===== src/verilog/spcfg_map.svh =====
// Register map, field positions, reset values and widths of the clock and frame generator
`ifndef SPCFG_MAP_SVH
`define SPCFG_MAP_SVH
// ----------------------------------------
// Widths
// ----------------------------------------
`define SPCFG_DIV_W      8
`define SPCFG_PER_W      12
`define SPCFG_WID_W      8
`define SPCFG_ADDR_W     8
// ----------------------------------------
// Byte offsets
// ----------------------------------------
`define SPCFG_OFS_CFG1   8'h00
`define SPCFG_OFS_CFG2   8'h04
`define SPCFG_OFS_PIN    8'h08
`define SPCFG_OFS_CTRL   8'h0c
`define SPCFG_OFS_STAT   8'h10
// ----------------------------------------
// Field positions
// ----------------------------------------
`define SPCFG_DIV_LSB    0
`define SPCFG_WID_LSB    8
`define SPCFG_PER_LSB    0
`define SPCFG_FSSEL_BIT  12
`define SPCFG_SYNC_BIT   15
`define SPCFG_RXCP_BIT   0
`define SPCFG_TXCP_BIT   1
`define SPCFG_RXFP_BIT   2
`define SPCFG_TXFP_BIT   3
`define SPCFG_RXCM_BIT   8
`define SPCFG_TXCM_BIT   9
`define SPCFG_RXFM_BIT   10
`define SPCFG_TXFM_BIT   11
`define SPCFG_FGEN_BIT   0
// ----------------------------------------
// Reset values
// ----------------------------------------
`define SPCFG_DIV_RST    8'h01
`endif


===== src/verilog/spcfg_pkg.sv =====
// Types shared by the clock and frame generator modules
package spcfg_pkg;
  `include "spcfg_map.svh"

  typedef struct packed {
    logic [`SPCFG_DIV_W-1:0] cnt;
    logic                    clk;
  } spcfg_div_st_t;

  typedef struct packed {
    logic [`SPCFG_PER_W-1:0] per_cnt;
    logic [`SPCFG_WID_W-1:0] wid_cnt;
    logic                    fs;
    logic                    run;
    logic                    sync_pend;
  } spcfg_frm_st_t;

  typedef struct packed {
    logic [`SPCFG_DIV_W-1:0] div;
    logic [`SPCFG_WID_W-1:0] wid;
    logic [`SPCFG_PER_W-1:0] per;
    logic                    fs_sel;
    logic                    gen_sync;
    logic                    fgen_rst_n;
    logic                    rxcp;
    logic                    txcp;
    logic                    rxfp;
    logic                    txfp;
    logic                    rxcm;
    logic                    txcm;
    logic                    rxfm;
    logic                    txfm;
    logic                    rxc_p;
    logic                    txc_p;
    logic                    rxf_p;
    logic                    copy_pend;
    logic                    copy_fs;
    logic                    rx_smp;
    logic                    tx_lau;
    logic                    rx_frm;
    logic                    tx_frm;
    logic [31:0]             rdata;
  } spcfg_top_st_t;
endpackage : spcfg_pkg


===== src/verilog/spcfg_gen_if.sv =====
// Bit clock and sync event carrier between divider, frame counters and top
`timescale 1ns/1ps
interface spcfg_gen_if;
  logic gen_bit_clock;
  logic rise;
  logic fall;
  logic sync_evt;
  modport div (output gen_bit_clock, output rise, output fall, input sync_evt);
  modport frm (input rise, input sync_evt);
  modport top (input gen_bit_clock, input rise, input fall, output sync_evt);
endinterface : spcfg_gen_if


===== src/verilog/spcfg_div.sv =====
// Bit clock divider with optional restart on a sync event
`timescale 1ns/1ps
module spcfg_div
  import spcfg_pkg::*;
#(
  parameter int DIV_W = `SPCFG_DIV_W
) (
  // Clock and reset
  input  wire logic             clk_i,
  input  wire logic             rst_i,
  // Configuration
  input  wire logic [DIV_W-1:0] div_i,
  input  wire logic             gen_sync_i,
  // Generator side
  spcfg_gen_if.div              gen
);
  if (DIV_W != `SPCFG_DIV_W) begin : g_chk
    $error("spcfg_div: DIV_W must match the divider field width");
  end

  spcfg_div_st_t st_q;
  spcfg_div_st_t st_d;
  logic [DIV_W:0] high_len;

  // Odd divide: the high phase is the longer one
  always_comb begin
    high_len = ({1'b0, div_i} + (DIV_W+1)'(2)) >> 1;
    st_d = st_q;
    if (gen_sync_i && gen.sync_evt) begin
      st_d.cnt = '0;
    end else if (st_q.cnt >= div_i) begin
      st_d.cnt = '0;
    end else begin
      st_d.cnt = st_q.cnt + DIV_W'(1);
    end
    st_d.clk = ({1'b0, st_d.cnt} < high_len);
  end

  always_ff @(posedge clk_i or posedge rst_i) begin
    if (rst_i) begin
      st_q <= '0;
    end else begin
      st_q <= st_d;
    end
  end

  assign gen.gen_bit_clock = st_q.clk;
  // Tick in the last count, so frame logic switches as the bit clock rises
  assign gen.rise          = (st_q.cnt >= div_i);
  assign gen.fall          = (div_i != '0) && ({1'b0, st_q.cnt} == high_len);
endmodule : spcfg_div


===== src/verilog/spcfg_frame.sv =====
// Frame period and pulse width down-counters
`timescale 1ns/1ps
module spcfg_frame
  import spcfg_pkg::*;
#(
  parameter int PER_W = `SPCFG_PER_W,
  parameter int WID_W = `SPCFG_WID_W
) (
  // Clock and reset
  input  wire logic             clk_i,
  input  wire logic             rst_i,
  // Configuration
  input  wire logic [PER_W-1:0] per_i,
  input  wire logic [WID_W-1:0] wid_i,
  input  wire logic             gen_sync_i,
  input  wire logic             enable_i,
  // Generator side
  spcfg_gen_if.frm              gen,
  // Frame pulse
  output logic                  fs_o
);
  if (PER_W != `SPCFG_PER_W || WID_W != `SPCFG_WID_W) begin : g_chk
    $error("spcfg_frame: counter widths must match the field widths");
  end

  spcfg_frm_st_t st_q;
  spcfg_frm_st_t st_d;
  logic          start;

  always_comb begin
    st_d = st_q;
    // A sync pulse arriving on the consuming tick is kept
    st_d.sync_pend = st_q.sync_pend && !gen.rise;
    if (gen_sync_i && gen.sync_evt) begin
      st_d.sync_pend = 1'b1;
    end
    if (gen_sync_i) begin
      start = st_q.sync_pend;
    end else begin
      start = !st_q.run || (st_q.per_cnt == '0);
    end
    if (!enable_i) begin
      st_d.fs      = 1'b0;
      st_d.run     = 1'b0;
      // A sync seen while disabled must not start a stale frame later
      st_d.sync_pend = 1'b0;
      st_d.per_cnt = '0;
      st_d.wid_cnt = '0;
    end else if (gen.rise) begin
      if (start) begin
        st_d.fs      = 1'b1;
        st_d.run     = 1'b1;
        st_d.per_cnt = per_i;
        st_d.wid_cnt = wid_i;
      end else begin
        st_d.per_cnt = st_q.per_cnt - PER_W'(1);
        if (st_q.wid_cnt == '0) begin
          st_d.fs = 1'b0;
        end else begin
          st_d.wid_cnt = st_q.wid_cnt - WID_W'(1);
        end
      end
    end
  end

  always_ff @(posedge clk_i or posedge rst_i) begin
    if (rst_i) begin
      st_q <= '0;
    end else begin
      st_q <= st_d;
    end
  end

  assign fs_o = st_q.fs;
endmodule : spcfg_frame


===== src/verilog/spcfg_top.sv =====
// Clock and frame-sync generation, pin polarity and edge selection, APB registers
`timescale 1ns/1ps
module spcfg_top
  import spcfg_pkg::*;
(
  // Clock and reset
  input  wire logic        CLK_I,
  input  wire logic        RESET_I,
  // APB slave
  input  wire logic        PSEL_I,
  input  wire logic        PENABLE_I,
  input  wire logic        PWRITE_I,
  input  wire logic [7:0]  PADDR_I,
  input  wire logic [31:0] PWDATA_I,
  output logic [31:0]      PRDATA_O,
  output logic             PREADY_O,
  output logic             PSLVERR_O,
  // Transmit clock pin
  input  wire logic        TX_CLOCK_PIN_I,
  output logic             TX_CLOCK_PIN_O,
  output logic             TX_CLOCK_PIN_OE_O,
  // Receive clock pin
  input  wire logic        RX_CLOCK_PIN_I,
  output logic             RX_CLOCK_PIN_O,
  output logic             RX_CLOCK_PIN_OE_O,
  // Frame-sync pins
  input  wire logic        TX_FS_PIN_I,
  output logic             TX_FS_PIN_O,
  output logic             TX_FS_PIN_OE_O,
  input  wire logic        RX_FS_PIN_I,
  output logic             RX_FS_PIN_O,
  output logic             RX_FS_PIN_OE_O,
  // Data path side
  input  wire logic        TX_COPY_I,
  output logic             RX_SAMPLE_O,
  output logic             TX_LAUNCH_O,
  output logic             INT_RX_FRAME_O,
  output logic             INT_TX_FRAME_O,
  output logic             GEN_BIT_CLOCK_O,
  output logic             GEN_FRAME_PULSE_O
);
  // ----------------------------------------
  // Local signals
  // ----------------------------------------
  spcfg_gen_if   gen_if ();
  spcfg_top_st_t st_q;
  spcfg_top_st_t st_d;
  logic          gen_frame_pulse;
  logic          int_rx_clock;
  logic          int_tx_clock;
  logic          rx_fs_in;
  logic          tx_fs_in;
  logic          rx_fall;
  logic          tx_rise;
  logic          tx_fall;
  logic          setup;
  logic          wr_en;
  logic          known;

  function automatic logic addr_known(input logic [7:0] a);
    addr_known = (a == `SPCFG_OFS_CFG1) || (a == `SPCFG_OFS_CFG2) ||
                 (a == `SPCFG_OFS_PIN)  || (a == `SPCFG_OFS_CTRL) ||
                 (a == `SPCFG_OFS_STAT);
  endfunction : addr_known

  // ----------------------------------------
  // Generator
  // ----------------------------------------
  spcfg_div #(
    .DIV_W (`SPCFG_DIV_W)
  ) u_div (
    .clk_i   (CLK_I),
    .rst_i   (RESET_I),
    .div_i   (st_q.div),
    .gen_sync_i (st_q.gen_sync),
    .gen     (gen_if.div)
  );

  spcfg_frame #(
    .PER_W (`SPCFG_PER_W),
    .WID_W (`SPCFG_WID_W)
  ) u_frame (
    .clk_i    (CLK_I),
    .rst_i    (RESET_I),
    .per_i    (st_q.per),
    .wid_i    (st_q.wid),
    .gen_sync_i (st_q.gen_sync),
    .enable_i (st_q.fgen_rst_n && st_q.fs_sel),
    .gen      (gen_if.frm),
    .fs_o     (gen_frame_pulse)
  );

  // ----------------------------------------
  // Internal clocks and frames
  // ----------------------------------------
  // Pin inputs are synchronous to CLK_I, so edges are found by a one-cycle compare
  assign int_tx_clock = st_q.txcm ? gen_if.gen_bit_clock
                                  : (TX_CLOCK_PIN_I ^ st_q.txcp);
  assign int_rx_clock = st_q.rxcm ? gen_if.gen_bit_clock
                                  : (RX_CLOCK_PIN_I ^ st_q.rxcp);
  assign rx_fs_in     = RX_FS_PIN_I ^ st_q.rxfp;
  assign tx_fs_in     = TX_FS_PIN_I ^ st_q.txfp;
  assign rx_fall      = st_q.rxc_p && !int_rx_clock;
  assign tx_fall      = st_q.txc_p && !int_tx_clock;
  assign tx_rise      = !st_q.txc_p && int_tx_clock;
  assign gen_if.sync_evt = st_q.gen_sync && rx_fs_in && !st_q.rxf_p;

  // ----------------------------------------
  // APB decode
  // ----------------------------------------
  assign setup = PSEL_I && !PENABLE_I;
  assign known = addr_known(PADDR_I);
  assign wr_en = PSEL_I && PENABLE_I && PWRITE_I && known;

  // ----------------------------------------
  // Next state
  // ----------------------------------------
  always_comb begin
    st_d        = st_q;
    st_d.rxc_p  = int_rx_clock;
    st_d.txc_p  = int_tx_clock;
    st_d.rxf_p  = rx_fs_in;
    st_d.rx_smp = rx_fall;
    st_d.tx_lau = tx_rise;
    // Copy request survives until the next bit clock tick takes it
    st_d.copy_pend = TX_COPY_I || (st_q.copy_pend && !gen_if.rise);
    if (gen_if.rise) begin
      st_d.copy_fs = st_q.copy_pend;
    end
    if (st_q.rxfm) begin
      st_d.rx_frm = gen_frame_pulse;
    end else if (rx_fall) begin
      st_d.rx_frm = rx_fs_in;
    end
    if (st_q.txfm) begin
      st_d.tx_frm = st_q.fs_sel ? gen_frame_pulse : st_q.copy_fs;
    end else if (tx_fall) begin
      st_d.tx_frm = tx_fs_in;
    end
    if (wr_en) begin
      case (PADDR_I)
        `SPCFG_OFS_CFG1: begin
          st_d.div = PWDATA_I[`SPCFG_DIV_LSB +: `SPCFG_DIV_W];
          st_d.wid = PWDATA_I[`SPCFG_WID_LSB +: `SPCFG_WID_W];
        end
        `SPCFG_OFS_CFG2: begin
          st_d.per    = PWDATA_I[`SPCFG_PER_LSB +: `SPCFG_PER_W];
          st_d.fs_sel = PWDATA_I[`SPCFG_FSSEL_BIT];
          st_d.gen_sync = PWDATA_I[`SPCFG_SYNC_BIT];
        end
        `SPCFG_OFS_PIN: begin
          st_d.rxcp = PWDATA_I[`SPCFG_RXCP_BIT];
          st_d.txcp = PWDATA_I[`SPCFG_TXCP_BIT];
          st_d.rxfp = PWDATA_I[`SPCFG_RXFP_BIT];
          st_d.txfp = PWDATA_I[`SPCFG_TXFP_BIT];
          st_d.rxcm = PWDATA_I[`SPCFG_RXCM_BIT];
          st_d.txcm = PWDATA_I[`SPCFG_TXCM_BIT];
          st_d.rxfm = PWDATA_I[`SPCFG_RXFM_BIT];
          st_d.txfm = PWDATA_I[`SPCFG_TXFM_BIT];
        end
        `SPCFG_OFS_CTRL: begin
          st_d.fgen_rst_n = PWDATA_I[`SPCFG_FGEN_BIT];
        end
        default: begin
        end
      endcase
    end
    // Read data is built in the setup cycle so it is a flop in the access cycle
    if (setup) begin
      st_d.rdata = '0;
      case (PADDR_I)
        `SPCFG_OFS_CFG1: begin
          st_d.rdata[`SPCFG_DIV_LSB +: `SPCFG_DIV_W] = st_q.div;
          st_d.rdata[`SPCFG_WID_LSB +: `SPCFG_WID_W] = st_q.wid;
        end
        `SPCFG_OFS_CFG2: begin
          st_d.rdata[`SPCFG_PER_LSB +: `SPCFG_PER_W] = st_q.per;
          st_d.rdata[`SPCFG_FSSEL_BIT] = st_q.fs_sel;
          st_d.rdata[`SPCFG_SYNC_BIT] = st_q.gen_sync;
        end
        `SPCFG_OFS_PIN: begin
          st_d.rdata[`SPCFG_RXCP_BIT] = st_q.rxcp;
          st_d.rdata[`SPCFG_TXCP_BIT] = st_q.txcp;
          st_d.rdata[`SPCFG_RXFP_BIT] = st_q.rxfp;
          st_d.rdata[`SPCFG_TXFP_BIT] = st_q.txfp;
          st_d.rdata[`SPCFG_RXCM_BIT] = st_q.rxcm;
          st_d.rdata[`SPCFG_TXCM_BIT] = st_q.txcm;
          st_d.rdata[`SPCFG_RXFM_BIT] = st_q.rxfm;
          st_d.rdata[`SPCFG_TXFM_BIT] = st_q.txfm;
        end
        `SPCFG_OFS_CTRL: begin
          st_d.rdata[`SPCFG_FGEN_BIT] = st_q.fgen_rst_n;
        end
        `SPCFG_OFS_STAT: begin
          st_d.rdata[5:0] = {st_q.tx_frm, st_q.rx_frm, int_tx_clock,
                             int_rx_clock, gen_frame_pulse, gen_if.gen_bit_clock};
        end
        default: begin
        end
      endcase
    end
  end

  always_ff @(posedge CLK_I or posedge RESET_I) begin
    if (RESET_I) begin
      st_q     <= '0;
      st_q.div <= `SPCFG_DIV_RST;
    end else begin
      st_q <= st_d;
    end
  end

  // ----------------------------------------
  // Outputs
  // ----------------------------------------
  assign PRDATA_O  = st_q.rdata;
  assign PREADY_O  = 1'b1;
  assign PSLVERR_O = PSEL_I && PENABLE_I && !known;

  assign TX_CLOCK_PIN_O    = gen_if.gen_bit_clock ^ st_q.txcp;
  assign TX_CLOCK_PIN_OE_O = st_q.txcm;
  assign RX_CLOCK_PIN_O    = gen_if.gen_bit_clock ^ st_q.rxcp;
  assign RX_CLOCK_PIN_OE_O = st_q.rxcm;
  assign TX_FS_PIN_O    = st_q.tx_frm ^ (st_q.txfp && !st_q.gen_sync);
  assign TX_FS_PIN_OE_O = st_q.txfm;
  assign RX_FS_PIN_O    = st_q.rx_frm ^ (st_q.rxfp && !st_q.gen_sync);
  assign RX_FS_PIN_OE_O = st_q.rxfm;

  assign RX_SAMPLE_O       = st_q.rx_smp;
  assign TX_LAUNCH_O       = st_q.tx_lau;
  assign INT_RX_FRAME_O    = st_q.rx_frm;
  assign INT_TX_FRAME_O    = st_q.tx_frm;
  assign GEN_BIT_CLOCK_O   = gen_if.gen_bit_clock;
  assign GEN_FRAME_PULSE_O = gen_frame_pulse;
endmodule : spcfg_top


===== config.mk =====
export PLATFORM = sky130hd
export DESIGN_NAME = spcfg_top
export DESIGN_NICKNAME = d
export VERILOG_FILES = /design/src/verilog/spcfg_pkg.sv /design/src/verilog/spcfg_gen_if.sv /design/src/verilog/spcfg_div.sv /design/src/verilog/spcfg_frame.sv /design/src/verilog/spcfg_top.sv
export VERILOG_INCLUDE_DIRS = /design/src /design/src/verilog
export SDC_FILE = /design/constraint.sdc
export NUM_CORES = 1
export LEC_CHECK = 0
export BUFFER_PORTS_ARGS = -buffer_cell sky130_fd_sc_hd__buf_2
export CORE_MARGIN = 8
export CORE_UTILIZATION = 52
export DETAILED_ROUTE_END_ITERATION = 8
export MAX_ROUTING_LAYER = met4
export PLACE_DENSITY = 0.77
export SYNTH_ARGS = -nofsm -noshare
export SYNTH_HDL_FRONTEND = slang
export SYNTH_HIERARCHICAL = 1
export SYNTH_SLANG_ARGS = --single-unit

===== constraint.sdc =====
create_clock -name CLK_I -period 2.95 [get_ports CLK_I]
set_input_delay 0.1475 -clock CLK_I [delete_from_list [all_inputs] [get_ports CLK_I]]
set_output_delay 0.1475 -clock CLK_I [all_outputs]
set_load 0.005 [all_outputs]

==> results.env <==
RUN_STATUS='completed'
SHARE_OF_FINAL_LAYOUT_STANDARD_CELLS_STRONGER_THAN_DRIVE_STRENGTH_1_PCT=28.4
CTS_ROOT_CELL='sky130_fd_sc_hd__clkbuf_8'
LAYOUT_COMMONEST_CELL='sky130_fd_sc_hd__dfrtp_1'
ANTENNA_CELLS=0
IR_WORST_VDD_mV=0.243
FINAL_PERIOD_MINUS_WORST_SETUP_SLACK_PS=2860
GRT_FIRST_PASS_WIRELENGTH_UM=23200
CRITICAL_PATH.ENDPOINT_TYPE='register'
GLOBALPLACE.CONGESTION=0.911
SYNTH_AREA_PER_CELL_UM2=10.3
CRITICAL_PATH.REG2REG.STARTPOINT='st_q[72]'
SETUP_VIOLATIONS=0
HOLD_START='PWDATA_I[14]'
PIN_COUNT=98
CRIT_PATH_START_KIND='register'
DATA_ARRIVAL_CRITICAL_PATH_PS=3150
DRT_PASS1_ITERATIONS=4
LAYOUT.CORE_UTILIZATION_PCT=60.5
SETUP.WORST_PATH.CLASS='reg -> reg'
DRT_ITER0_MARKERS=350
FF2FF_PATH_DEPTH=12
CLKSLEWWORSTSETUPHOLDPATHS_PS=110
AREA_ADDED_BETWEEN_SYNTHESIS_AND_FINISH_PCT=13.7
TRITONCTS.NUM_BUFFERS=9
SYNTH_CELLS=557
WORST_SKEW_PAIR.LATE_LATENCY_PS=370
DETAIL_ROUTE.WL_PER_CELL_UM=19.3
LAYOUT.CELLS.MOST_COMMON_LIST='sky130_fd_sc_hd__dfrtp_1, sky130_fd_sc_hd__buf_2, sky130_fd_sc_hd__nand2_1, sky130_fd_sc_hd__buf_4, sky130_fd_sc_hd__mux2i_1'
FINALNETCOUNT=697
CP-STARTPOINT='st_q[72]'
CLOCK_SINKS=96
SETUP.REG_TO_REG.WORST_SLACK_PS=90
TIMING.RR.END='u_div/gen.gen_bit_clock'
CLOCK_SKEW_PS=20.8
SLEW_HEADROOM_PCT=34.6
FP.DIEH_UM=121
VIAS_PER_CELL=5.86
TOTALWIRELENGTH_UM=14900
CORE_AREA_MM2=0.0108
LEAKAGEPOWER_nW=3.06
CP_MAX_FO=6
GRTUSAGETOTAL_PCT=20.4
FMAX_MHz=349
FINAL_WORST_PATH_CYCLE_SHARE_PCT=97.1
FINAL-MAX-SLEW-VIOLATION-COUNT=0
TOTAL_AREA_OF_MULTI_INPUT_COMBINATIONAL_CELLS_MM2=0.00306
INITIAL_ANTENNA_VIOLATION_COUNT=0
YS.WARNINGS.COUNT=6
ENDPOINT='u_div/gen.gen_bit_clock'
DP_HPWL_UM=10900
CTS-ROOT-TO-SINK-BUFFERS=2
CORE.ROWCOUNT=38
REMAINING_DRC_ERRORS=0
PWR_DENSITY_CELL_mW_PER_MM2=372
NUMBER_OF_GLOBAL_ROUTE_VIAS_BEFORE_REPAIR=4409
CP.REQUIRED_PS=3230
SEQ_AREA_MM2=0.00240
NUMPORTBUFFERS=64
FINAL-INSTANCE-COUNT-EXCL-FILL=771
ANT_NETS=0
SYNTH_AREA_MM2=0.00574
GRT.OVERFLOW.TOTAL=0
FILLERS=873
START_UTIL_PCT=53.2
HOLDCRITPATHCLASS='in -> reg'
DIE_W_UM=121
PLACE_INST=745
TOTALPOWERFINAL_W=0.00243
VIA_COUNT=4515
GRT_START_MAX_NET_PINS=31
TIGHTEST_SLEW_PS=981
RSZ0062_AT_GRT='false'
DIEAREA_MM2=0.0147
MAXCAPVIOLCOUNT=0
CTS_TREE='built'
HOLD_VIOLATION_TOTAL_FROM_THE_FINAL_REPORT=0
HTREEDEPTH=3
-- worst max-delay path, cell delays in order (launching register included) --
cell,delay [ps]
sky130_fd_sc_hd__dfstp_2,610
sky130_fd_sc_hd__ha_4,220
sky130_fd_sc_hd__a31oi_2,160
sky130_fd_sc_hd__nor2b_1,90
sky130_fd_sc_hd__o311ai_4,350
sky130_fd_sc_hd__nand3_4,210
sky130_fd_sc_hd__buf_6,180
sky130_fd_sc_hd__nor2_4,130
sky130_fd_sc_hd__ha_4,210
sky130_fd_sc_hd__nand4_1,80
sky130_fd_sc_hd__a21oi_1,60
sky130_fd_sc_hd__a221o_1,360
sky130_fd_sc_hd__a41oi_2,150
-- registers in the layout, summed over array words and instances (netlist names), 8 cells and up --
register,count
st_q,40
u_frame/st_q,22
PRDATA_O,16
u_div/st_q,8
-- worst min-delay path by stage --
| stage | to | slack (ps) | cells after the start |
|---|---|---|---|
| after floorplan | u_div/gen.gen_bit_clock | -20 | 1 |
| after global placement | u_div/st_q[1] | 160 | 2 |
| after detailed placement | u_div/st_q[7] | 170 | 2 |
| after CTS | st_q[69] | 0.2 | 2 |
| after global routing | st_q[70] | 6 | 2 |
| final | st_q[70] | 20 | 2 |
-- through the flow --
step	worst slack, ps	TNS, ps	hold slack [ps]	instance area [um2]
2_1_floorplan	96.0	0	-24.6	5800
3_3_place_gp	-41.5	-41.5	163	6100
3_5_place_dp	-78.7	-78.7	174	6100
4_1_cts	10.3	0	0.219	6310
5_1_grt	4.80	0	6.06	6530
6_report	86.4	0	17.3	6530
-- final cells by class --
class / instances / area share (%)
well taps: 140 / 2.68
clock inverters: 6 / 0.785
flip-flops and latches: 96 / 36.8
multi-input cells: 395 / 46.8
repair buffers: 100 / 9.21
clock buffers: 10 / 1.95
inverters: 24 / 1.78
-- where the power goes --
| part | internal [W] | switching, W | leakage (nW) |
|---|---|---|---|
| clock | 0.000319 | 0.000496 | 0.0814 |
| combinational | 0.000103 | 0.000155 | 1.67 |
| sequential | 0.00133 | 0.0000217 | 1.31 |
| total | 0.00176 | 0.000673 | 3.06 |
-- metal layers --
| layer | part of all wire [%] | up-vias | routed length [um] | GRT usage [%] |
|---|---|---|---|---|
| met3 | 7.4 | 22 | 1100 | 4.42 |
| met5 | 0 | - | 0 | - |
| met1 | 42 | 2219 | 6220 | 25.6 |
| li1 | - | 2093 | - | - |
| met4 | 1.6 | 0 | 232 | 5.78 |
| met2 | 49 | 181 | 7330 | 32.7 |
-- repair_timing --
| action | 4_1_cts | 5_1_grt |
|---|---|---|
| hold buffers | 2 | 1 |
| gates resized for setup | 2 | 25 |
| hold endpoints to repair | 33 | 1 |
| endpoints found under the setup margin | 1 | 1 |
| setup buffers | 0 | 7 |
| pin swaps | 1 | 13 |
No activity file was read; power rests on OpenSTA's default activity.
